`config.mk`:
```
export PLATFORM = sky130hd
export DESIGN_NAME = wpc_top
export DESIGN_NICKNAME = d
export VERILOG_FILES = /design/src/include/wpc_pkg.sv /design/src/hdl/wpc_top.sv
export SDC_FILE = /design/constraint.sdc
export NUM_CORES = 1
export LEC_CHECK = 0
export BUFFER_PORTS_ARGS = -buffer_cell sky130_fd_sc_hd__buf_2
export CAP_MARGIN = 0
export CELL_PAD_IN_SITES_DETAIL_PLACEMENT = 1
export CELL_PAD_IN_SITES_GLOBAL_PLACEMENT = 1
export CORE_MARGIN = 2
export CORE_UTILIZATION = 43
export DETAILED_ROUTE_END_ITERATION = 6
export PLACE_DENSITY_LB_ADDON = 0.1
export SLEW_MARGIN = 25
export SYNTH_ARGS = -nofsm -noshare
export SYNTH_HDL_FRONTEND = slang
export SYNTH_SLANG_ARGS = --single-unit
```
`constraint.sdc`:
```
create_clock -name clk_sys -period 4.95 [get_ports clk_sys]
set_input_delay 0.2475 -clock clk_sys [delete_from_list [all_inputs] [get_ports clk_sys]]
set_output_delay 0.2475 -clock clk_sys [all_outputs]
set_load 0.005 [all_outputs]
```
`src/include/wpc_pkg.sv`:
```
package wpc_pkg;
  // register map, byte addresses on the avalon slave
  localparam logic [3:0] ADDR_CONTROL = 4'h0;
  localparam logic [3:0] ADDR_STATUS = 4'h4;
  localparam logic [3:0] ADDR_MASK = 4'h8;
  localparam logic [3:0] ADDR_COUNT = 4'hC;
  // control register fields
  localparam int PS_LSB = 1;
  localparam int PS_MSB = 5;
  localparam int EN_BIT = 0;
  localparam logic [4:0] PS_RESET = 5'h0b;
  localparam logic EN_RESET = 1'b0;
  localparam logic [4:0] PS_MAX_CODE = 5'h12;
  localparam int BASE_SHIFT = 5;
  localparam int CNT_W = 24;
  // configuration mode encodings
  localparam logic [1:0] MODE_OFF = 2'h0;
  localparam logic [1:0] MODE_SW = 2'h1;
  // status bit positions
  localparam int ST_TIMEOUT = 0;
  // oscillator tick: 31 kHz source, one tick per 1/31 ms nominal
  localparam int OSC_HZ = 31000;
  localparam int CLK_HZ = 10000000;
  localparam int TICK_DIV = CLK_HZ / OSC_HZ;

  typedef struct packed {
    logic [4:0] period_select;
    logic software_watchdog_enable;
  } wpc_ctrl_t;

  typedef struct packed {
    wpc_ctrl_t ctrl;
    logic [CNT_W-1:0] count;
    logic [8:0] osc_div;
    logic osc_tick;
    logic status;
    logic mask;
    logic irq;
    logic timeout;
    logic waitreq;
    logic [31:0] rdata;
  } wpc_state_t;
endpackage

```
`src/hdl/wpc_top.sv`:
```
`timescale 1ns/1ns
module wpc_top #(
  parameter int TICK_DIV = wpc_pkg::TICK_DIV
) (
  input wire logic clk_sys,
  input wire logic reset,
  input wire logic [1:0] watchdog_config_mode,
  input wire logic [3:0] avs_address,
  input wire logic avs_read,
  input wire logic avs_write,
  input wire logic [31:0] avs_writedata,
  output logic [31:0] avs_readdata,
  output logic avs_waitrequest,
  output logic watchdog_timeout,
  output logic irq
);
  wpc_pkg::wpc_state_t s_r;
  wpc_pkg::wpc_state_t s_nxt;
  logic active;
  logic [wpc_pkg::CNT_W:0] ratio;

  // mode 00 forces off; modes 10/11 run regardless of enable
  always_comb begin
    case (watchdog_config_mode)
      wpc_pkg::MODE_OFF: active = 1'b0;
      wpc_pkg::MODE_SW: active = s_r.ctrl.software_watchdog_enable;
      default: active = 1'b1;
    endcase
  end

  // prescale ratio as a power of two; reserved codes fall back to 1:32
  always_comb begin
    if (s_r.ctrl.period_select > wpc_pkg::PS_MAX_CODE) begin
      ratio = (wpc_pkg::CNT_W+1)'(1) << wpc_pkg::BASE_SHIFT;
    end else begin
      ratio = (wpc_pkg::CNT_W+1)'(1) << (s_r.ctrl.period_select + 5'd5);
    end
  end

  always_comb begin
    logic acc;
    logic wr_ctrl;
    acc = 1'b0;
    wr_ctrl = 1'b0;
    s_nxt = s_r;
    s_nxt.timeout = 1'b0;
    // free running divider stands in for the 31 kHz oscillator tick
    if (s_r.osc_div >= 9'(TICK_DIV - 1)) begin
      s_nxt.osc_div = 9'h000;
      s_nxt.osc_tick = 1'b1;
    end else begin
      s_nxt.osc_div = s_r.osc_div + 9'h001;
      s_nxt.osc_tick = 1'b0;
    end
    // one wait cycle per access keeps readdata registered
    acc = (avs_read || avs_write) && s_r.waitreq;
    s_nxt.waitreq = !(avs_read || avs_write) ? 1'b1 : !s_r.waitreq;
    if (acc && avs_write) begin
      case (avs_address)
        wpc_pkg::ADDR_CONTROL: begin
          wr_ctrl = 1'b1;
          s_nxt.ctrl.period_select = avs_writedata[wpc_pkg::PS_MSB:wpc_pkg::PS_LSB];
          s_nxt.ctrl.software_watchdog_enable = avs_writedata[wpc_pkg::EN_BIT];
        end
        wpc_pkg::ADDR_STATUS: begin
          if (avs_writedata[wpc_pkg::ST_TIMEOUT]) begin
            s_nxt.status = 1'b0;
          end
        end
        wpc_pkg::ADDR_MASK: s_nxt.mask = avs_writedata[wpc_pkg::ST_TIMEOUT];
        default: ;
      endcase
    end
    if (acc && avs_read) begin
      case (avs_address)
        wpc_pkg::ADDR_CONTROL:
          s_nxt.rdata = {26'h000_0000, s_r.ctrl.period_select,
                         s_r.ctrl.software_watchdog_enable};
        wpc_pkg::ADDR_STATUS: s_nxt.rdata = {31'h0000_0000, s_r.status};
        wpc_pkg::ADDR_MASK: s_nxt.rdata = {31'h0000_0000, s_r.mask};
        wpc_pkg::ADDR_COUNT: s_nxt.rdata = {8'h00, s_r.count};
        default: s_nxt.rdata = 32'h0000_0000;
      endcase
    end
    // disabled watchdog stays cleared; a period change restarts the count
    if (!active || wr_ctrl) begin
      s_nxt.count = '0;
    end else if (s_r.osc_tick) begin
      if ({1'b0, s_r.count} + (wpc_pkg::CNT_W+1)'(1) >= ratio) begin
        s_nxt.count = '0;
        s_nxt.timeout = 1'b1;
      end else begin
        s_nxt.count = s_r.count + wpc_pkg::CNT_W'(1);
      end
    end
    // set wins over a clear in the same cycle
    if (s_nxt.timeout) begin
      s_nxt.status = 1'b1;
    end
    s_nxt.irq = s_nxt.status && s_nxt.mask;
  end

  always_ff @(posedge clk_sys or posedge reset) begin
    if (reset) begin
      s_r <= '0;
      s_r.ctrl.period_select <= wpc_pkg::PS_RESET;
      s_r.ctrl.software_watchdog_enable <= wpc_pkg::EN_RESET;
      s_r.waitreq <= 1'b1;
    end else begin
      s_r <= s_nxt;
    end
  end

  assign avs_readdata = s_r.rdata;
  assign avs_waitrequest = s_r.waitreq;
  assign watchdog_timeout = s_r.timeout;
  assign irq = s_r.irq;

  a_reset_period: assert property (@(posedge clk_sys) $fell(reset) |->
    s_r.ctrl.period_select == 5'h0b && !s_r.ctrl.software_watchdog_enable)
    else $error("reset values wrong");
  a_off_mode: assert property (@(posedge clk_sys) disable iff (reset)
    watchdog_config_mode == 2'h0 |=> s_r.count == '0)
    else $error("counter runs in off mode");
  a_sw_disabled: assert property (@(posedge clk_sys) disable iff (reset)
    watchdog_config_mode == 2'h1 && !s_r.ctrl.software_watchdog_enable |=> !s_r.timeout)
    else $error("timeout while disabled");
  a_reserved_ratio: assert property (@(posedge clk_sys) disable iff (reset)
    s_r.ctrl.period_select > 5'h12 |-> ratio == 25'd32)
    else $error("reserved code ratio");
  a_max_ratio: assert property (@(posedge clk_sys) disable iff (reset)
    s_r.ctrl.period_select == 5'h12 |-> ratio == 25'd8388608)
    else $error("max code ratio");
  a_min_ratio: assert property (@(posedge clk_sys) disable iff (reset)
    s_r.ctrl.period_select == 5'h00 |-> ratio == 25'd32)
    else $error("min code ratio");
  a_ratio_double: assert property (@(posedge clk_sys) disable iff (reset)
    s_r.ctrl.period_select == 5'h0f |-> ratio == 25'd1048576)
    else $error("code 01111 ratio");
  a_upper_zero: assert property (@(posedge clk_sys) disable iff (reset)
    !s_r.waitreq && $past(avs_read) && avs_address == 4'h0 |-> avs_readdata[7:6] == 2'b00)
    else $error("unimplemented bits read nonzero");
  a_timeout_cause: assert property (@(posedge clk_sys) disable iff (reset)
    s_r.timeout |-> $past(s_r.osc_tick) && $past(active))
    else $error("timeout without tick");
  a_irq_level: assert property (@(posedge clk_sys) disable iff (reset)
    s_r.timeout && s_r.mask |-> s_r.status ##0 irq)
    else $error("irq not raised");
  c_timeout: cover property (@(posedge clk_sys) s_r.timeout);
  c_ctrl_write: cover property (@(posedge clk_sys) avs_write && !avs_waitrequest);
  c_irq: cover property (@(posedge clk_sys) irq);
endmodule

```
==> flow_summary.json <==
{
  "status": "finished clean",
  "synth_edf_count": 0,
  "maxSlewViolCount": 0,
  "antenna_left": 0,
  "peakVddDrop_mv": 0.108,
  "grt_pass1_wl_um": 16700,
  "remaining_drc_errors": 0,
  "max_stage_delay_ps": 640,
  "viasPerCell": 5.39,
  "fin_skew_ps": 16.8,
  "die_w_um": 103,
  "drive_above_1_share_pct": 17.1,
  "drt-initial-drc-count": 105,
  "required_ps": 5200,
  "slowest_stage": "nor4_1",
  "first_pass_iters": 4,
  "ys_ff_latch": 69,
  "tightest_slew_ps": 900,
  "period_needed_ps": 4220,
  "cts_tree": "yes",
  "setup.worst_path.class": "reg2reg",
  "synth_seq_area_share_pct": 41.0,
  "first_global_vias": 3332,
  "hold_viol_final": 0,
  "port-buffer-count": 42,
  "initial_utilization_pct": 43.8,
  "grt_usage_pct": 20.5,
  "pin_count": 77,
  "rows": 36,
  "cts.clk_slew.worst_paths_ps": 70,
  "synthArstFlopShare_pct": 100,
  "p_comb_share_pct": 12.0,
  "cap_violations": 0,
  "leakage_nw": 2.27,
  "cts_resized": 0,
  "post-route-util_pct": 47.4,
  "critPathArrivalTime_ps": 4470,
  "synth_flop_cell": "dfrtp_1",
  "area_growth_pct": 8.26,
  "start_kind": "register",
  "cts_num_sinks": 69,
  "switching_share_pct": 28.2,
  "core-area_mm2": 0.00964,
  "vias": 3279,
  "grt_max_degree": 70,
  "fmaxAchievable_ghz": 0.237,
  "antenna_found_initial": 0,
  "die_area_mm2": 0.0106,
  "rsz0062_at_grt": "no",
  "crit_family": "simple AND/OR/NAND/NOR gates",
  "clk_latency_ps": 350,
  "intPower_mw": 0.884,
  "yosys-top-cells-area": "dfrtp_1 39%, ha_1 8.3%, nand2_1 6.6%",
  "setup-violations-final": 0,
  "hold_start": "avs_read",
  "post-route-period-util_pct": 85.3,
  "cts.path.max_buffers": 2,
  "ys_warn_count": 0,
  "slew_headroom_pct": 39.9,
  "diodes": 0,
  "synth_top_area_cell": "dfrtp_1",
  "instances_no_fill": 608,
  "p_switching_mw": 0.347,
  "p_clk_share_pct": 37.6,
  "hpwl_um": 7290,
  "fin_tns_setup_ps": 0,
  "place_inst": 591,
  "synthesis.area_mm2": 0.00422,
  "globalplace.congestion": 0.813,
  "seqPwrFrac_pct": 50.3,
  "avgSynthCellArea_um2": 9.41,
  "cts-root-buf": "clkbuf_8",
  "die-height_um": 103,
  "numCtsBuffers": 9,
  "cp_cell_sequence": "ha_1 > nand4_1 > nor4_1 > nand4_1 > xnor2_1 > ha_1 > and4_1 > nor2b_1 > a32oi_1 > o2111a_1 > nand3_1 > o311ai_1",
  "powerDensity_mw_per_mm2": 269,
  "wire_per_inst_um": 16.4,
  "synth_cells": 449,
  "path_buf_inv": 0,
  "htree_levels": 3,
  "synth_top_area_share_pct": 38.5,
  "grt_overflow_total": 0,
  "fin_nets": 540,
  "cts_hold_buf": 0,
  "routed_wl_um": 9980,
  "hp-class": "in2reg",
  "cp_max_fo": 8,
  "synth_cell_types": 53,
  "postCtsSetupBuffers": 0,
  "endpoint_kind": "register",
  "rr_startpoint": "s_r[48]",
  "crit_start": "s_r[48]"
}
[layer usage]
metal,vias up,global-route usage (%),part of all wire [%]
met1,1619,27.7,48
met2,55,33.4,48
met5,-,0,0
met3,8,3.66,3.6
li1,1597,-,-
met4,0,6.68,1.0
[cell type report]
class	count	area, µm²
Clock inverter	3	46.3
Multi-Input combinational cell	335	2200
Tap cell	133	166
Sequential cell	69	1730
Inverter	8	30.0
Fill cell	1181	5070
Timing Repair Buffer	47	251
Clock buffer	13	149
[path summary, 6_finish.rpt]
path	to	slack [ps]	cells after the start
worst max register to register	s_r[62]	730	12
worst min-delay path	avs_waitrequest	70	2
worst max-delay path	s_r[62]	730	12
max in group asynchronous	s_r[50]	4240	3
min in group asynchronous	s_r[63]	150	3
worst min register to register	avs_readdata[2]	480	2
[power by group through the flow]
stage / combinational (mW) / clock, mW / sequential, mW
finish: 0.148 / 0.464 / 0.620
global route: 0.170 / 0.507 / 0.624
CTS: 0.149 / 0.483 / 0.619
detailed placement: 0.148 / 0 / 0.630
global placement: 0.142 / 0 / 0.630
floorplan: 0.124 / 0 / 0.603
[cell usage in the layout (no fill, tap or decap), types with 6 or more instances in the layout]
| master | Yosys | final |
|---|---|---|
| a21oi_1 | 11 | 11 |
| a22o_1 | 30 | 30 |
| a22oi_1 | 6 | 6 |
| buf_2 | 3 | 42 |
| clkbuf_8 | 0 | 10 |
| conb_1 | 2 | 14 |
| dfrtp_1 | 65 | 65 |
| ha_1 | 28 | 28 |
| inv_1 | 8 | 7 |
| nand2_1 | 74 | 74 |
| nand3_1 | 24 | 24 |
| nand4_1 | 18 | 18 |
| nor2_1 | 27 | 27 |
| nor2b_1 | 6 | 6 |
| nor3_1 | 7 | 7 |
| o21ai_0 | 10 | 10 |
| xnor2_1 | 12 | 12 |
| xor2_1 | 11 | 11 |
[per-stage QoR]
step           total power, mW  cell area, µm²  hold WS [ps]  setup slack [ps]
4_1_cts                   1.25            4560          46.3               660
2_1_floorplan            0.728            4270           311              1530
6_report                  1.23            4570          68.9               726
3_3_place_gp             0.773            4370           429               743
3_5_place_dp             0.779            4370           431               693
5_1_grt                   1.30            4570          65.0               258
[synth_stat cells (2+ instances only)]
library cell,instances
nand2_1,74
or2_2,3
dfrtp_1,65
nor2_1,27
o2111ai_1,4
and3_1,5
ha_1,28
a21o_1,2
a22o_1,30
nand4_1,18
and3b_1,2
o31ai_1,2
buf_4,32
and2b_1,2
nand4_2,2
dfstp_2,4
and2_1,3
buf_2,3
mux2_2,2
nor4_1,2
nor2b_1,6
nor3b_1,4
a22oi_1,6
inv_1,8
xor2_1,11
xnor2_1,12
o21ai_0,10
nand2b_1,3
o211ai_1,3
clkbuf_1,13
nand3_1,24
nor3_1,7
conb_1,2
a21oi_1,11
[worst register-to-register path: stages, from the launching register on]
cell and delay (ps):
dfrtp_1 450, ha_1 280, nand4_1 260, nor4_1 640
nand4_1 280, xnor2_1 200, ha_1 310, and4_1 220
nor2b_1 150, a32oi_1 220, o2111a_1 420, nand3_1 330
o311ai_1 360
[registers in the layout (all words and copies together), names as in the netlist]
name and count:
avs_waitrequest 1, irq 1, watchdog_timeout 1, avs_readdata 24, s_r 42
[kinds of logic (layout without fill, tap and decap cells)]
logic type / after synthesis / in the layout / share of synthesized area (%)
other: 2 / 14 / 0.178
AOI/OAI and AO/OA: 75 / 75 / 13.3
DFF: 69 / 69 / 41.0
buffers and inverters: 57 / 71 / 8.18
adders and majority gates: 28 / 28 / 8.29
xor gates and xnor gates: 24 / 24 / 5.15
and+or+nand+nor: 191 / 191 / 22.8
muxes: 3 / 3 / 1.07
Note: power is estimated with default switching activity, not from simulation.
